==> config.mk <==
export PLATFORM = sky130hd
export DESIGN_NAME = rlsc_core
export DESIGN_NICKNAME = d
export VERILOG_FILES = /design/src/inc/rlsc_pkg.sv /design/src/hw/rlsc_sync.sv /design/src/hw/rlsc_core.sv
export SDC_FILE = /design/constraint.sdc
export NUM_CORES = 1
export LEC_CHECK = 0
export BUFFER_PORTS_ARGS = -buffer_cell sky130_fd_sc_hd__buf_2
export CORE_ASPECT_RATIO = 1.1
export CORE_MARGIN = 3
export CORE_UTILIZATION = 46
export DETAILED_ROUTE_END_ITERATION = 10
export PLACE_DENSITY = 0.69
export SYNTH_ARGS = -nofsm -noshare
export SYNTH_HDL_FRONTEND = slang
export SYNTH_SLANG_ARGS = --single-unit
export TNS_END_PERCENT = 5
==> constraint.sdc <==
create_clock -name pclk -period 2.48 [get_ports pclk]
set_input_delay 0.744 -clock pclk [delete_from_list [all_inputs] [get_ports pclk]]
set_output_delay 0.744 -clock pclk [all_outputs]
set_load 0.005 [all_outputs]
==> src/inc/rlsc_pkg.sv <==
package rlsc_pkg;
   localparam int WORD_W  = 16;
   localparam int PC_W    = 15;
   localparam int HALF_W  = 8;
   localparam int ZGRP_W  = 4;
   // Timing chain
   localparam int CLK_NS       = 20;
   localparam int MINOR_NS     = 100;
   localparam int SETTLE_NS    = 50;
   localparam int CLEAR_NS     = 25;
   localparam int PHASE_STEPS  = MINOR_NS / CLK_NS;
   localparam int SETTLE_CYC   = (SETTLE_NS + CLK_NS - 1) / CLK_NS;
   localparam int CLEAR_CYC    = (CLEAR_NS / CLK_NS < 1) ? 1 : CLEAR_NS / CLK_NS;
   localparam logic [2:0] T00_STEP  = 3'h0;
   localparam logic [2:0] T25_STEP  = 3'(CLEAR_CYC);
   localparam logic [2:0] T50_STEP  = 3'(PHASE_STEPS - SETTLE_CYC);
   localparam logic [2:0] LAST_STEP = 3'(PHASE_STEPS - 1);
   localparam logic [1:0] EARLY_MINOR = 2'h0;
   localparam logic [1:0] MID_MINOR   = 2'h1;
   localparam logic [1:0] LATE_MINOR  = 2'h2;
   // Register byte offsets
   localparam logic [7:0] CTRL_OFS   = 8'h00;
   localparam logic [7:0] CMD_OFS    = 8'h04;
   localparam logic [7:0] ACC_OFS    = 8'h08;
   localparam logic [7:0] AUX_OFS    = 8'h0C;
   localparam logic [7:0] PC_OFS     = 8'h10;
   localparam logic [7:0] OPND_OFS   = 8'h14;
   localparam logic [7:0] STATUS_OFS = 8'h18;
   localparam logic [31:0] CTRL_RESET = 32'h00000000;
   // Control register fields
   localparam int CYC_LO = 0;
   localparam int CYC_HI = 1;
   localparam int READ_OPERAND_BIT = 2;
   localparam int STORE_BIT        = 3;
   localparam int REG_REF_BIT      = 4;
   localparam int CHAR_BIT         = 5;
   localparam int INSTR_LO         = 6;
   localparam int INSTR_HI         = 9;
   localparam int ACC_DEST_BIT     = 10;
   localparam int PARITY_BIT       = 11;
   localparam int CON_AUX_BIT      = 12;
   localparam int AUX_TO_ADD_BIT   = 13;
   localparam int CON_PC_BIT       = 14;
   localparam int PC_TO_ADD_BIT    = 15;
   localparam int CON_OPND_BIT     = 16;
   localparam int OPND_TO_ADD_BIT  = 17;
   localparam int AUX_EARLY_BIT    = 18;
   localparam int AUX_LATE_BIT     = 19;
   localparam int PC_EARLY_BIT     = 20;
   localparam int PC_ADVANCE_BIT   = 21;
   localparam int OPND_EARLY_BIT   = 22;
   localparam int OPND_MID_BIT     = 23;
   localparam int OPND_LATE_BIT    = 24;
   localparam int DIV_STEP_BIT     = 25;
   // Command register fields
   localparam int MAN_CLEAR_BIT = 0;
   localparam int MEM_READ_BIT  = 1;
   localparam int MEM_WRITE_BIT = 2;
   // Major cycles
   localparam logic [1:0] CYC_NONE = 2'h0;
   localparam logic [1:0] CYC_A    = 2'h1;
   localparam logic [1:0] CYC_B    = 2'h2;
   localparam logic [1:0] CYC_C    = 2'h3;
   // Instruction codes
   localparam logic [3:0] INS_NONE      = 4'h0;
   localparam logic [3:0] INS_MULTIPLY  = 4'h1;
   localparam logic [3:0] INS_DIVIDE    = 4'h2;
   localparam logic [3:0] INS_ENTER_ACC = 4'h3;
   localparam logic [3:0] INS_INCR_ACC  = 4'h4;
   localparam logic [3:0] INS_INTER_REG = 4'h5;
   localparam logic [3:0] INS_LOAD_ACC  = 4'h6;
   localparam logic [3:0] INS_ADD       = 4'h7;
   localparam logic [3:0] INS_LOG_PROD  = 4'h8;
   localparam logic [3:0] INS_EXCL_OR   = 4'h9;
   localparam logic [3:0] INS_SUBTRACT  = 4'hA;
   localparam logic [3:0] INS_STORE_PAR = 4'hB;
   localparam logic [3:0] INS_INPUT     = 4'hC;
   localparam logic [3:0] INS_SKIP      = 4'hD;
   typedef enum logic [1:0] {ACC_FROM_ADDER, ACC_FROM_MAG, ACC_FROM_ONE} rlsc_acc_src_t;
endpackage

==> src/hw/rlsc_sync.sv <==
`timescale 1ns/1ps
module rlsc_sync (
   input  wire logic pclk,
   input  wire logic presetn,
   input  wire logic async_in,
   output logic      sync_out
);
   typedef struct packed {
      logic s1;
      logic s2;
      logic s3;
      logic q;
   } rlsc_sync_state_t;

   rlsc_sync_state_t s;
   rlsc_sync_state_t next_s;

   // Output follows only once second and third stage agree
   always_comb begin
      next_s    = s;
      next_s.s1 = async_in;
      next_s.s2 = s.s1;
      next_s.s3 = s.s2;
      if (s.s2 == s.s3) begin
         next_s.q = s.s3;
      end
   end

   always_ff @(posedge pclk or negedge presetn) begin
      if (!presetn) begin
         s <= '0;
      end else begin
         s <= next_s;
      end
   end

   assign sync_out = s.q;
endmodule

==> src/hw/rlsc_core.sv <==
`timescale 1ns/1ps
module rlsc_core (
   input  wire logic                         pclk,
   input  wire logic                         presetn,
   input  wire logic                         psel,
   input  wire logic                         penable,
   input  wire logic                         pwrite,
   input  wire logic [7:0]                   paddr,
   input  wire logic [31:0]                  pwdata,
   output logic      [31:0]                  prdata,
   output logic                              pready,
   output logic                              pslverr,
   input  wire logic [rlsc_pkg::WORD_W-1:0]  adder_result,
   input  wire logic [rlsc_pkg::WORD_W-1:0]  input_word,
   input  wire logic [rlsc_pkg::WORD_W-1:0]  storage_data,
   input  wire logic                         end_around_borrow,
   input  wire logic                         storage_resume,
   input  wire logic                         device_reject,
   input  wire logic                         master_clear,
   output logic [rlsc_pkg::WORD_W-1:0]       accumulator,
   output logic [rlsc_pkg::WORD_W-1:0]       aux_register,
   output logic [rlsc_pkg::PC_W-1:0]         program_counter,
   output logic [rlsc_pkg::WORD_W-1:0]       operand_register,
   output logic [rlsc_pkg::WORD_W-1:0]       operand_to_adder,
   output logic [7:0]                        zero_groups,
   output logic                              mem_request,
   output logic                              resume_active
);
   import rlsc_pkg::*;

   typedef struct packed {
      logic [31:0]         prdata;
      logic                pready;
      logic                pslverr;
      logic [31:0]         ctrl;
      logic                mem_request;
      logic                mem_write;
      logic [2:0]          step;
      logic [1:0]          minor;
      logic                acc_sel;
      rlsc_acc_src_t       acc_src;
      logic                input_sel;
      logic                aux_sel;
      logic                pc_sel;
      logic                opnd_sel;
      logic                resume;
      logic                resume_armed;
      logic [WORD_W-1:0]   acc;
      logic [WORD_W-1:0]   aux;
      logic [PC_W-1:0]     pc;
      logic [WORD_W-1:0]   opnd;
      logic [WORD_W-1:0]   opnd_out;
      logic [7:0]          zero_groups;
   } rlsc_state_t;

   rlsc_state_t s;
   rlsc_state_t next_s;

   logic resume_sync;
   logic reject_sync;
   logic mclear_sync;

   rlsc_sync u_resume_sync (
      .pclk     (pclk),
      .presetn  (presetn),
      .async_in (storage_resume),
      .sync_out (resume_sync)
   );

   rlsc_sync u_reject_sync (
      .pclk     (pclk),
      .presetn  (presetn),
      .async_in (device_reject),
      .sync_out (reject_sync)
   );

   rlsc_sync u_mclear_sync (
      .pclk     (pclk),
      .presetn  (presetn),
      .async_in (master_clear),
      .sync_out (mclear_sync)
   );

   logic       t00;
   logic       t25;
   logic       t50;
   logic       early_set_strobe;
   logic       mid_set_strobe;
   logic       late_set_strobe;
   logic [1:0] cyc;
   logic [3:0] instr;
   logic       read_operand_mode;
   logic       store_mode;
   logic       reg_ref_mode;
   logic       char_mode;
   logic       mul_div;
   logic       arith_instr;
   logic       man_clear;
   logic       divide_step;
   logic       acc_mag_gate;
   logic       acc_adder_gate;
   logic       acc_one_gate;

   always_comb begin
      next_s = s;
      // Phase strobes from the free-running chain
      t00 = (s.step == T00_STEP);
      t25 = (s.step == T25_STEP);
      t50 = (s.step == T50_STEP);
      early_set_strobe = t50 && (s.minor == EARLY_MINOR);
      mid_set_strobe   = t50 && (s.minor == MID_MINOR);
      late_set_strobe  = t50 && (s.minor == LATE_MINOR);
      if (s.step == LAST_STEP) begin
         next_s.step  = T00_STEP;
         next_s.minor = s.minor + 2'h1;
      end else begin
         next_s.step = s.step + 3'h1;
      end

      // Control word fields
      cyc               = s.ctrl[CYC_HI:CYC_LO];
      instr             = s.ctrl[INSTR_HI:INSTR_LO];
      read_operand_mode = s.ctrl[READ_OPERAND_BIT];
      store_mode        = s.ctrl[STORE_BIT];
      reg_ref_mode      = s.ctrl[REG_REF_BIT];
      char_mode         = s.ctrl[CHAR_BIT];
      divide_step       = s.ctrl[DIV_STEP_BIT];
      mul_div           = (instr == INS_MULTIPLY) || (instr == INS_DIVIDE);
      arith_instr       = (instr == INS_LOAD_ACC) || (instr == INS_ADD) || (instr == INS_LOG_PROD)
                          || (instr == INS_EXCL_OR) || (instr == INS_SUBTRACT);
      man_clear         = 1'b0;

      // APB: request taken, answered one cycle later
      next_s.pready  = 1'b0;
      next_s.pslverr = 1'b0;
      if (psel && penable && !s.pready) begin
         next_s.pready = 1'b1;
         next_s.prdata = 32'h00000000;
         case (paddr)
            CTRL_OFS:   next_s.prdata = s.ctrl;
            CMD_OFS:    next_s.prdata = 32'h00000000;
            ACC_OFS:    next_s.prdata = {16'h0000, s.acc};
            AUX_OFS:    next_s.prdata = {16'h0000, s.aux};
            PC_OFS:     next_s.prdata = {17'h00000, s.pc};
            OPND_OFS:   next_s.prdata = {16'h0000, s.opnd};
            STATUS_OFS: next_s.prdata = {8'h00, s.zero_groups, 3'h0, s.step, s.minor, s.mem_write,
                                         s.mem_request, s.resume, s.opnd_sel, s.pc_sel, s.aux_sel,
                                         s.input_sel, s.acc_sel};
            default:    next_s.pslverr = 1'b1;
         endcase
         if (pwrite && (paddr != CTRL_OFS) && (paddr != CMD_OFS)) begin
            next_s.pslverr = 1'b1;
         end
      end

      // Writes land on the edge that sees pready high
      if (psel && penable && s.pready && pwrite) begin
         if (paddr == CTRL_OFS) begin
            next_s.ctrl = pwdata;
         end
         if (paddr == CMD_OFS) begin
            man_clear = pwdata[MAN_CLEAR_BIT];
         end
      end

      // Accumulator select gates
      acc_mag_gate   = late_set_strobe && mul_div && read_operand_mode && (cyc == CYC_B);
      acc_one_gate   = late_set_strobe && (instr == INS_STORE_PAR) && (cyc == CYC_A)
                       && store_mode && s.ctrl[PARITY_BIT];
      acc_adder_gate = 1'b0;
      if (mid_set_strobe && mul_div && read_operand_mode && ((cyc == CYC_B) || (cyc == CYC_C))) begin
         acc_adder_gate = 1'b1;
      end
      if (late_set_strobe && mul_div && read_operand_mode && (cyc == CYC_C)) begin
         acc_adder_gate = 1'b1;
      end
      if (late_set_strobe && (cyc == CYC_A) && reg_ref_mode
          && ((instr == INS_ENTER_ACC) || (instr == INS_INCR_ACC))) begin
         acc_adder_gate = 1'b1;
      end
      if (late_set_strobe && (cyc == CYC_A) && (instr == INS_INTER_REG) && s.ctrl[ACC_DEST_BIT]) begin
         acc_adder_gate = 1'b1;
      end
      if (late_set_strobe && (cyc == CYC_B) && arith_instr) begin
         acc_adder_gate = 1'b1;
      end

      // Select flip-flops clear at quarter phase, set at half phase
      if (t25) begin
         next_s.acc_sel   = 1'b0;
         next_s.input_sel = 1'b0;
         next_s.aux_sel   = 1'b0;
         next_s.pc_sel    = 1'b0;
         next_s.opnd_sel  = 1'b0;
         next_s.resume    = 1'b0;
      end

      // Accumulator source, magnitude over +1 over adder
      if (acc_mag_gate) begin
         next_s.acc_sel = 1'b1;
         next_s.acc_src = ACC_FROM_MAG;
      end else if (acc_one_gate) begin
         next_s.acc_sel = 1'b1;
         next_s.acc_src = ACC_FROM_ONE;
      end else if (acc_adder_gate) begin
         next_s.acc_sel = 1'b1;
         next_s.acc_src = ACC_FROM_ADDER;
      end

      // Input select, held off by a reject
      if (late_set_strobe && (cyc == CYC_A) && (instr == INS_INPUT) && !reject_sync) begin
         next_s.input_sel = 1'b1;
      end

      // Auxiliary, program-counter and operand select gates
      if ((t50 && s.ctrl[CON_AUX_BIT] && s.ctrl[AUX_TO_ADD_BIT])
          || (early_set_strobe && (cyc == CYC_C) && s.ctrl[AUX_EARLY_BIT])
          || (late_set_strobe && s.ctrl[AUX_LATE_BIT])) begin
         next_s.aux_sel = 1'b1;
      end
      if ((t50 && s.ctrl[CON_PC_BIT] && s.ctrl[PC_TO_ADD_BIT])
          || (early_set_strobe && (cyc == CYC_B) && s.ctrl[PC_EARLY_BIT])
          || (late_set_strobe && s.ctrl[PC_ADVANCE_BIT])) begin
         next_s.pc_sel = 1'b1;
      end
      if ((t50 && s.ctrl[CON_OPND_BIT] && s.ctrl[OPND_TO_ADD_BIT])
          || (early_set_strobe && (cyc == CYC_B) && s.ctrl[OPND_EARLY_BIT])
          || (mid_set_strobe && s.ctrl[OPND_MID_BIT])
          || (late_set_strobe && s.ctrl[OPND_LATE_BIT])) begin
         next_s.opnd_sel = 1'b1;
      end

      // Storage handshake; a resume left from the last transfer must fall first
      if (!resume_sync) begin
         next_s.resume_armed = 1'b1;
      end
      if (t50 && resume_sync && s.mem_request && s.resume_armed) begin
         next_s.resume_armed = 1'b0;
         next_s.mem_request  = 1'b0;
         if (!s.mem_write) begin
            next_s.resume = 1'b1;
         end
      end
      if (psel && penable && s.pready && pwrite && (paddr == CMD_OFS)
          && (pwdata[MEM_READ_BIT] || pwdata[MEM_WRITE_BIT])) begin
         next_s.mem_request = 1'b1;
         next_s.mem_write   = pwdata[MEM_WRITE_BIT];
      end

      // Phase-zero loads
      if (t00) begin
         if (s.acc_sel) begin
            case (s.acc_src)
               ACC_FROM_MAG:   next_s.acc = s.acc[WORD_W-1] ? ~s.acc : s.acc;
               ACC_FROM_ONE:   next_s.acc = 16'h0001;
               default:        next_s.acc = adder_result;
            endcase
         end else if (s.input_sel) begin
            if (char_mode) begin
               next_s.acc = {s.acc[WORD_W-1:HALF_W], input_word[HALF_W-1:0]};
            end else begin
               next_s.acc = input_word;
            end
         end
         if (s.aux_sel && !(divide_step && end_around_borrow)) begin
            next_s.aux = adder_result;
         end
         if (s.pc_sel) begin
            next_s.pc = adder_result[PC_W-1:0];
         end
         if (s.resume) begin
            next_s.opnd = storage_data;
         end else if (s.opnd_sel) begin
            next_s.opnd = adder_result;
         end
      end
      if (man_clear || mclear_sync) begin
         next_s.aux = 16'h0000;
         next_s.pc  = 15'h0000;
      end

      // Operand toward adder with skip masking
      next_s.opnd_out = next_s.opnd;
      if ((instr == INS_SKIP) && reg_ref_mode) begin
         next_s.opnd_out[7:4] = 4'h0;
      end

      // Zero groups for the skip logic
      for (int g = 0; g < 4; g++) begin
         next_s.zero_groups[g]     = (next_s.acc[g*ZGRP_W +: ZGRP_W] == 4'h0);
         next_s.zero_groups[g + 4] = (next_s.aux[g*ZGRP_W +: ZGRP_W] == 4'h0);
      end
   end

   always_ff @(posedge pclk or negedge presetn) begin
      if (!presetn) begin
         s             <= '0;
         s.ctrl        <= CTRL_RESET;
         s.acc_src     <= ACC_FROM_ADDER;
         s.zero_groups <= 8'hFF;
      end else begin
         s <= next_s;
      end
   end

   // Outputs straight from the state register
   assign prdata           = s.prdata;
   assign pready           = s.pready;
   assign pslverr          = s.pslverr;
   assign accumulator      = s.acc;
   assign aux_register     = s.aux;
   assign program_counter  = s.pc;
   assign operand_register = s.opnd;
   assign operand_to_adder = s.opnd_out;
   assign zero_groups      = s.zero_groups;
   assign mem_request      = s.mem_request;
   assign resume_active    = s.resume;
endmodule

Yosys cells after proc, flatten, opt, wreduce, memory -nomap -nowiden
Cells that the tools add are included.

Reduce and logical (&&, ||, !) cells: 95. Bitwise logic cells: 1. Eq/ne operators: 34. Add/sub/neg operators: 2. Muxes and demuxes: 38.

Operators with widths (count): one-hot mux 32 bit (6 select lines) (1); 2-to-1 mux 16 bit (7); 2-to-1 mux 63 bit (1); logical AND 1 bit (52); zero test 4 bit (8); one-hot mux 16 bit (2 select lines) (1); 2-to-1 mux 31 bit (1); == test 4 bit (second input constant) (6); == test 8 x 5 -> 1 bit (second input constant) (3); 2-to-1 mux 1 bit (17); == test 4 x 3 -> 1 bit (second input constant) (4); == test 8 x 4 -> 1 bit (second input constant) (2); logical OR 1 bit (16); NOT 16 bit (1); 2-to-1 mux 15 bit (1); nonzero test 2 bit (7); 2-to-1 mux 3 bit (4); == test 2 bit (second input constant) (4); == test 4 x 2 -> 1 bit (second input constant) (2); == test 8 x 3 -> 1 bit (second input constant) (1); zero test 8 bit (1); != test 8 x 3 -> 1 bit (second input constant) (1); nonzero test 8 bit (1); OR reduction 7 bit (1); other kinds (18) (27).

Input bits: 97. Logic and storage cells: 204. Output and inout port bits: 123. Flip-flop bits (word level): 181.

Longest topological paths before layout
Gate-level depths: netlist of the first run.

Depth after elaboration: 13. Depth in mapped cells: 9. Gate-level depth less buffers: 6.

Hierarchy
A second synthesis of the first run with hierarchy kept.

Cells, all modules: 868. Area, all modules: 8849.7 µm².

By module, submodules not included: rlsc_core (seq. area each 3938.8 µm², instances 1, area each 8515.7 µm², cells each 853); rlsc_sync (seq. area each 100.1 µm², instances 3, area each 111.4 µm², cells each 5).

Least setup slack after synthesis of the first run
No wires, ideal clock.

Path kind: input -> register. Start point: input port paddr[1]. End point: register s, in the netlist prdata[24]. Stages: 5. Setup slack: 0.142 ns. Required time: 2.414 ns. Arrival: 2.272 ns. Library setup time: 0.066 ns. Buffers on the path: 1. Path through: or4_4 or4_1 buf_2 nor3_4 a22o_1.

Longest elaborated chain between the ends: 2. Elaborated cells on any way between the ends: 7. Classes of those cells: 5 x eq/ne; 1 x mux; 1 x reduce/logical.

RTL lines: start, declared (RTL line rlsc_core.sv:8) `input wire logic [7:0] paddr,`; == test 8 x 5 -> 1 bit, or another cell as far along (RTL line rlsc_core.sv:139) `case (paddr)`; one-hot mux 32 bit (6 select lines) (*) (RTL line rlsc_core.sv:139); end signal, assigned (RTL line rlsc_core.sv:302) `s <= next_s;`; end, declared (RTL line rlsc_core.sv:56) `rlsc_state_t s;`.

Mark *: on every way between the ends. The rest lies on a longest branch, timed or not. A chain may end at the register's enable or synchronous reset.

==> summary.md, run 1 <==
| Metric | Value |
|---|---|
| Status | finished, final reports clean |
| Final Power | 6084 uW |
| Vias/cell | 5.791 |
| Global Route Usage Sum | 24.50% |
| Fin Clk Skew | 11.38 ps |
| # rows | 53 |
| Cell Area, Synth | 8989 sq um |
| Ys async rst share | 100.0% |
| Final setup violation count | 0 |
| Die ar. | 21260 sq um |
| Post-CTS Setup Inserts | 0 |
| Half-perimeter wire length after placement | 20.41 mm |
| Worst Setup Start Kind | flop |
| Worst Setup SP | s[99]$_DFF_PN0_ |
| Number of synthesized flops with an enable pin | 0 |
| Fin. max-slew vios | 0 |
| Fmax | 435.3 MHz |
| Crit-path slowest cell | dfrtp_1 |
| CP most frequent cell | buf_4 |
| Sequential-to-total area share from yosys stat | 47.16% |
| Via count | 7053 |
| Synth cell types | 61 |
| Slew at the pin closest to its max-slew limit | 685.9 ps |
| Hold Buf Count CTS | 0 |
| Effective utilization at floorplan | 46.90% |
| # DRC | 0 |
| Largest net degree at the start of global routing | 51 |
| Pwr Density | 590.4 nW/um^2 |
| Post-synth top cells | dfrtp_1 (161), buf_4 (119), nand2_1 (73) |
| Share of the synthesized area in the top cell type | 44.82% |
| Top-count cell post-synth | dfrtp_1 |
| Io pins | 220 |
| Peak supply drop | 0.4911 mV |
| Period utilisation layout | 92.63% |
| FF-to-FF Start | s[99]$_DFF_PN0_ |
| Routed WL per cell | 21.75 microns |
| Drt pass-1 iters | 5 |
| Post-Syn Nets | 959 |
| CTS buffer count | 17 |
| Clk slew on worst S/H paths | 60 ps |
| Root buf cell | clkbuf_16 |
| Setup WS pre-CTS | -27.01 ps |
| CTS sink cnt | 169 |
| FF+latch count, synth | 169 |
| Final #Nets | 1062 |
| PortBufs | 219 |
| P&R area growth vs syn | 14.64% |
| Placer congestion estimate | 0.9088 |
| Clk_lat worst skew | 430 ps |
| Max clock buf depth | 2 |
| Critical path cell sequence | inv_1, ha_1, nor2b_1, buf_4, o21ai_1, a32o_1, nor4_1, buf_4 |
| Vias in the first global route | 6869 |
| Share of layout cells above drive strength 1 | 36.22% |
| Synth area leader | dfrtp_1 |
| Synth Instances | 853 |
| Slew HR | 54.27% |
| Leakage power | 0.005083 uW |
| H-tree Lvls | 4 |
| Die span in y | 152.6 microns |
| CP Max Fanout | 7 |
| Synth warn | 0 |
| Initial antenna violation count | 2 |
| Post-CTS sizing | 0 |
| Ys flop type | dfrtp_1 |
| Max incr delay on CP | 430 ps |
| RSZ-0062 raised after global routing | false |
| Iter 0 DRT Violations | 660 |
| Syn Area/Cell | 10.54 sq um |
| Global route total overflow | 0 |
| CP top delay family | simple AND/OR/NAND/NOR gates |
| Final hold violation count | 0 |
| Worst Path Required | 2850 ps |
| Top cells by area, synth | dfrtp_1 (45%), buf_4 (9.9%), mux2_2 (4.5%) |
| HP Class | in2async |
| CTS tree | yes |
| MaxCap Viol Count | 0 |
| CP Class | reg2reg |
| First-pass GRT wire length | 40.38 mm |
| Routed wire length | 26.50 mm |
| Core area | 19160 sq um |
| Minimum clock period | 2297 ps |
| Buf+Inv Stages, Crit Path | 3 |
| Post-route setup slack | 182.8 ps |
| Crit path capture type | flop |
| Die width | 139.3 microns |
| WP data arrival | 2670 ps |
| Detail Route Antenna Nets | 0 |
[metrics by stage]
stage / utilization (%) / std cells / instance area, sq um / hold WS, ps / TNS (ps)
2_1_floorplan: - / 853 / 8989 / 331.2 / 0
5_1_grt: 53.77 / 1218 / 10300 / 285.6 / 0
6_report: 53.77 / 1218 / 10300 / 254.9 / 0
3_5_place_dp: 50.37 / 1184 / 9653 / 334.7 / -181.4
3_3_place_gp: 50.37 / 1184 / 9653 / 333.7 / 0
4_1_cts: 53.74 / 1216 / 10300 / 277.6 / 0
[layer usage]
layer	wire [microns]	global-route usage, %
met2	12890	39.43
met5	0	0
met1	10710	31.67
met3	1945	5.995
met4	951	10.44
[cells in the final DEF (no fill, tap or decap), types with 10 or more instances in the layout]
master | Yosys | layout
a211o_1 | 10 | 10
a21oi_1 | 38 | 38
a22o_1 | 23 | 23
a22oi_1 | 36 | 36
buf_2 | 14 | 218
buf_4 | 119 | 34
clkbuf_16 | 0 | 17
dfrtp_1 | 161 | 161
inv_1 | 15 | 15
mux2_2 | 36 | 36
mux2i_1 | 20 | 20
mux4_2 | 11 | 11
nand2_1 | 73 | 73
nand2b_1 | 11 | 11
nor2_1 | 45 | 45
nor2b_1 | 17 | 17
o21ai_0 | 26 | 26
[power by group]
part | internal [uW] | switching [uW]
sequential | 2780 | 18.0
combinational | 145 | 229
clock | 1820 | 1090
total | 4750 | 1340
[sequential cells by signal, indices dropped and copies added, names as in the netlist, 2 cells and up]
signal / count
accumulator: 16
aux_register: 16
cyc: 2
instr: 4
operand_register: 5
operand_to_adder: 15
prdata: 32
program_counter: 15
s: 36
u_mclear_sync.next_s: 2
u_reject_sync.next_s: 2
u_resume_sync.next_s: 2
zero_groups: 8
[cell type report]
cell class                 count  area [sq um]
antenna                        2         5.005
clock buffer                  21         450.4
clock inverter                11         196.4
fill                        1728          8860
inverter                      15         56.30
multi-input combinational    494          3571
sequential                   169          4239
tap                          247         309.0
timing repair buffer         259          1478
[kinds of logic (layout without fill, tap and decap cells)]
| kind of cell | Yosys count | in the layout | share of synthesized area, % |
|---|---|---|---|
| AND/OR/NAND/NOR | 212 | 212 | 12.19 |
| flip-flops | 169 | 169 | 47.16 |
| XOR/XNOR | 4 | 4 | 0.3898 |
| other | 0 | 2 | 0 |
| buffers and inverters | 190 | 306 | 13.11 |
| AO/OA/AOI/OAI | 199 | 199 | 16.06 |
| adder cells (fa/ha/maj) | 12 | 12 | 1.587 |
| multiplexers | 67 | 67 | 9.493 |
[path summary, 6_finish.rpt]
kind                                                     end  slack (ps)  cells past startpoint
max                                 zero_groups[2]$_DFF_PN1_         180                      8
min                                       s[131]$_DFFE_PN0P_         250                      1
max reg2reg                         zero_groups[2]$_DFF_PN1_         180                      8
min reg2reg                u_resume_sync.next_s[1]$_DFF_PN0_         350                      0
max in group asynchronous           accumulator[9]$_DFF_PN0_        1540                      2
min in group pclk          u_resume_sync.next_s[1]$_DFF_PN0_         350                      0
Note: power is estimated with default switching activity, not from simulation.
==> inputs of run 2 (changes only) <==
Settings changed: CORE_UTILIZATION 46 to 45, PLACE_DENSITY 0.69 to 0.68.
==> summary.md, run 2 (same netlist as run 1, synthesis figures left out) <==
| Metric | Value |
|---|---|
| Sw frac | 22.72% |
| CTS tree | yes |
| # rows | 53 |
| Global Route Usage Sum | 24.84% |
| Share of power burned in the clock network | 45.7% |
| CP Max Fanout | 12 |
| # DRC | 0 |
| Combinational Power Share | 6.3% |
| Sequential cell area | 4239 sq um |
| Share of layout cells above drive strength 1 | 35.83% |
| P&R area growth vs syn | 13.15% |
| Peak supply drop | 0.5039 mV |
| Effective utilization at floorplan | 46.42% |
| Die ar. | 21710 sq um |
| Drt pass-1 iters | 6 |
| Routed wire length | 27.01 mm |
| Status | finished, final reports clean |
| Final Power | 5837 uW |
| Hold Buf Count CTS | 0 |
| Io pins | 220 |
| Die span in y | 154.2 microns |
| Slew at the pin closest to its max-slew limit | 1025 ps |
| Area after DPL | 9583 sq um |
| RSZ-0062 raised after global routing | false |
| Fin. max-slew vios | 0 |
| Reg with most FFs | s |
| Pwr Density | 573.9 nW/um^2 |
| Final setup violation count | 0 |
| Finished Cell Area | 10170 sq um |
| Initial antenna violation count | 0 |
| Most frequent cells in the layout | buf_2 (218), dfrtp_1 (161), nand2_1 (73) |
| Post-CTS Setup Inserts | 0 |
| Clk_lat worst skew | 430 ps |
| CP Class | reg2reg |
| Placer congestion estimate | 0.8908 |
| Most common cell after layout, fill and taps aside | buf_2 |
| Fmax | 423.8 MHz |
| Minimum clock period | 2360 ps |
| H-tree Lvls | 4 |
| HP Class | in2async |
| Slew HR | 31.50% |
| Leakage power | 0.005024 uW |
| CTS sink cnt | 169 |
| Clk slew on worst S/H paths | 60 ps |
| Via count | 6984 |
| Fin util | 52.53% |
| Ant diodes | 0 |
| Max clock buf depth | 2 |
| Vias in the first global route | 6834 |
| Post-route setup slack | 120.2 ps |
| Largest net degree at the start of global routing | 67 |
| Root buf cell | clkbuf_16 |
| Global route total overflow | 0 |
| Vias/cell | 5.772 |
| Routed WL per cell | 22.33 microns |
| Net switching power of the design | 1326 uW |
| Internal power | 4511 uW |
| Detail Route Antenna Nets | 0 |
| Period utilisation layout | 95.15% |
| PortBufs | 219 |
| Hold Slack | 188.9 ps |
| Largest register FFs | 36 |
| Die width | 140.8 microns |
| CTS buffer count | 17 |
| Number of fill cells | 1778 |
| WP data arrival | 2640 ps |
| Worst Path Required | 2760 ps |
| Half-perimeter wire length after placement | 20.35 mm |
| MaxCap Viol Count | 0 |
| Multi-input gate area | 3571 sq um |
| Fin Clk Skew | 8.596 ps |
| Core area | 19360 sq um |
| Final #Nets | 1056 |
| First-pass GRT wire length | 41.34 mm |
| Post-CTS sizing | 0 |
| Worst Setup Start Kind | flop |
| Final hold violation count | 0 |
| Setup WS pre-CTS | -31.00 ps |
| Crit path capture type | flop |
| Flop pwr share | 48.0% |
| Iter 0 DRT Violations | 740 |
run 2: cell count changes in the layout (fill, tap and decap cells not counted), sizes merged:
cell,previous run,this run
diode,2,0
bufinv,5,2
inv,16,15
clkinv,3,5
clkbuf,21,24
clkinvlp,2,1
buf,259,253
run 2: routing by layer:
layer	share of wire, %	global-route usage (%)	vias up
li1	-	-	3164
met1	40	32.30	3463
met2	49	40.01	307
met3	7.8	6.494	50
met4	3.1	9.506	0
met5	0	0	-
run 2: area by class of cell:
| type | instances | share of cell area, % |
|---|---|---|
| inverter | 15 | 0.5536 |
| tap | 247 | 3.039 |
| clock buffer | 24 | 4.835 |
| sequential | 169 | 41.68 |
| clock inverter | 8 | 0.9472 |
| timing repair buffer | 253 | 13.84 |
| multi-input combinational | 494 | 35.11 |
run 2: worst paths after layout:
kind                                                     end  slack [ps]                              start  depth (start not counted)
min in group pclk          u_resume_sync.next_s[1]$_DFF_PN0_         350  u_resume_sync.next_s[2]$_DFF_PN0_                          0
max                                 zero_groups[0]$_DFF_PN1_         120                  s[93]$_DFFE_PN0P_                          7
max reg2reg                         zero_groups[0]$_DFF_PN1_         120                  s[93]$_DFFE_PN0P_                          7
min reg2reg                u_resume_sync.next_s[1]$_DFF_PN0_         350  u_resume_sync.next_s[2]$_DFF_PN0_                          0
max in group asynchronous           zero_groups[2]$_DFF_PN1_        1590                            presetn                          2
min                                   prdata[26]$_DFFE_PN0P_         190                            presetn                          1
run 2: power groups by stage:
stage               registers [uW]  logic [uW]  clock network [uW]
finish                        2800         367                2670
CTS                           2800         369                2700
global placement              2850         366                   0
detailed placement            2850         368                   0
floorplan                     2850         145                   0
global route                  2800         403                2830
run 2: worst max-delay path, cell delays in order, from the launching register on:
cell and delay [ps]:
dfrtp_1 370, inv_1 50, ha_1 350, buf_4 210, nand2b_1 160, o221ai_1 310
o2bb2ai_1 250, nor4_1 510
run 2: metrics by stage:
step                instances  setup TNS, ps
global placement         1178              0
detailed placement       1178         -197.1
finish                   1210              0
CTS                      1210              0
floorplan                 853              0
global route             1210              0
==> inputs of run 3 (changes only) <==
Settings changed: PLACE_DENSITY 0.68 to 0.69.
==> summary.md, run 3 (same netlist as run 1, synthesis figures left out) <==
| Metric | Value |
|---|---|
| Flop pwr share | 47.1% |
| PortBufs | 219 |
| Share of layout cells above drive strength 1 | 36.53% |
| # rows | 53 |
| P&R area growth vs syn | 14.32% |
| Leakage power | 0.005069 uW |
| Buf+Inv Stages, Crit Path | 3 |
| Net switching power of the design | 1408 uW |
| Fin Clk Skew | 10.23 ps |
| Vias/cell | 5.815 |
| Placer congestion estimate | 0.9369 |
| Fmax | 420.2 MHz |
| Internal power | 4535 uW |
| Dpl cells | 1184 |
| CP Class | reg2reg |
| Crit path capture type | flop |
| Iter 0 DRT Violations | 740 |
| Critical path endpoint | zero_groups[1]$_DFF_PN1_ |
| Global Route Usage Sum | 24.85% |
| FF-to-FF Start | s[99]$_DFF_PN0_ |
| Crit-path slowest cell | nor4_1 |
| Worst Path Required | 2860 ps |
| Sequential cell area | 4239 sq um |
| Routed WL per cell | 22.36 microns |
| Final hold violation count | 0 |
| Combinational Power Share | 6.2% |
| CTS tree | yes |
| # DRC | 0 |
| Minimum clock period | 2380 ps |
| CTS buffer count | 17 |
| Die span in y | 154.2 microns |
| Hold Buf Count CTS | 0 |
| CTS sink cnt | 169 |
| Status | finished, final reports clean |
| Pwr Density | 578.3 nW/um^2 |
| Sw frac | 23.70% |
| Capturing point of the worst reg2reg path | zero_groups[1]$_DFF_PN1_ |
| Max incr delay on CP | 450 ps |
| Slew HR | 21.33% |
| Die width | 140.8 microns |
| R2R depth | 8 |
| Reg with most FFs | s |
| Critical path cell sequence | inv_1, ha_1, nor2b_2, o221ai_1, buf_4, o2bb2ai_1, nor4_1, buf_4 |
| Share of power burned in the clock network | 46.7% |
| WP data arrival | 2760 ps |
| Final Power | 5943 uW |
| Final #Nets | 1062 |
| Vias in the first global route | 7020 |
| RSZ-0062 raised after global routing | false |
| Die ar. | 21710 sq um |
| Final setup violation count | 0 |
| H-tree Lvls | 4 |
| Largest net degree at the start of global routing | 52 |
| Post-CTS sizing | 1 |
| Multi-input gate area | 3573 sq um |
| Root buf cell | clkbuf_16 |
| Most common cell after layout, fill and taps aside | buf_2 |
| First-pass GRT wire length | 41.50 mm |
| CP top delay family | simple AND/OR/NAND/NOR gates |
| Max clock buf depth | 2 |
| Half-perimeter wire length after placement | 20.76 mm |
| Clk_lat worst skew | 430 ps |
| Finished Layout Cells | 1218 |
| Stages on worst setup path | 8 |
| Worst Setup Start Kind | flop |
| CP Max Fanout | 7 |
| Detail Route Antenna Nets | 0 |
| Via count | 7083 |
| Largest register FFs | 36 |
| Post-CTS Setup Inserts | 0 |
| MaxCap Viol Count | 0 |
| Most frequent cells in the layout | buf_2 (218), dfrtp_1 (161), nand2_1 (73) |
| Effective utilization at floorplan | 46.42% |
| Number of fill cells | 1770 |
| Initial antenna violation count | 3 |
| Routed wire length | 27.24 mm |
| Clk slew on worst S/H paths | 70 ps |
| Core area | 19360 sq um |
| Hold Slack | 242.1 ps |
| Io pins | 220 |
| Fin. max-slew vios | 0 |
| Global route total overflow | 0 |
| Peak supply drop | 0.5008 mV |
| Reg2Reg Setup Slack | 100 ps |
| HP Class | in2async |
| CP most frequent cell | buf_4 |
| Worst Setup SP | s[99]$_DFF_PN0_ |
| Drt pass-1 iters | 7 |
| Slew at the pin closest to its max-slew limit | 1178 ps |
| Period utilisation layout | 95.96% |
==> run 3: per-layer routing <==
layer	track usage, %	vias to the layer above	wire (microns)
li1	-	3191	-
met1	32.48	3503	11100
met2	40.24	334	13190
met3	5.813	53	2090
met4	9.737	2	855
met5	0	-	7
==> run 3: layout make-up <==
class                   instances  share of cell area (%)
diodes                          2                 0.04870
clock buffers                  18                   4.176
clock inverters                14                   1.814
inverters                      15                  0.5479
multi-input cells             494                   34.77
flip-flops and latches        169                   41.25
well taps                     247                   3.007
repair buffers                259                   14.38
==> run 3: per-stage QoR <==
step                      cell area, sq um  setup TNS, ps  utilization, %  setup WS [ps]
after global placement                9653         -93.75           49.85         -40.09
after floorplan                       8989              0               -          141.6
after CTS                            10270              0           53.04          134.9
after detailed placement              9653         -293.5           49.85         -62.76
after global routing                 10280              0           53.07          1.015
final                                10280              0           53.07          100.3
==> run 3: worst min path at each step <==
stage                                              to  depth (start not counted)                              start  slack (ps)
floorplan           u_mclear_sync.next_s[1]$_DFF_PN0_                          0  u_mclear_sync.next_s[2]$_DFF_PN0_         330
CTS                            prdata[30]$_DFFE_PN0P_                          1                            presetn         250
finish                             s[133]$_DFFE_PN0P_                          1                            presetn         240
detailed placement  u_reject_sync.next_s[1]$_DFF_PN0_                          0  u_reject_sync.next_s[2]$_DFF_PN0_         330
global route                   prdata[29]$_DFFE_PN0P_                          1                            presetn         260
global placement    u_reject_sync.next_s[1]$_DFF_PN0_                          0  u_reject_sync.next_s[2]$_DFF_PN0_         330
==> run 3: power by group through the flow <==
| stage | sequential, uW | clock, uW | combinational, uW |
|---|---|---|---|
| after floorplan | 2850 | 0 | 145 |
| after global placement | 2850 | 0 | 368 |
| after detailed placement | 2850 | 0 | 371 |
| after CTS | 2800 | 2830 | 372 |
| after global routing | 2800 | 2940 | 406 |
| final | 2800 | 2770 | 370 |
==> run 3: worst register-to-register path, stage by stage, from the launching register on <==
cell	delay, ps
dfrtp_1	430
inv_1	120
ha_1	190
nor2b_2	390
o221ai_1	210
buf_4	210
o2bb2ai_1	140
nor4_1	450
buf_4	190
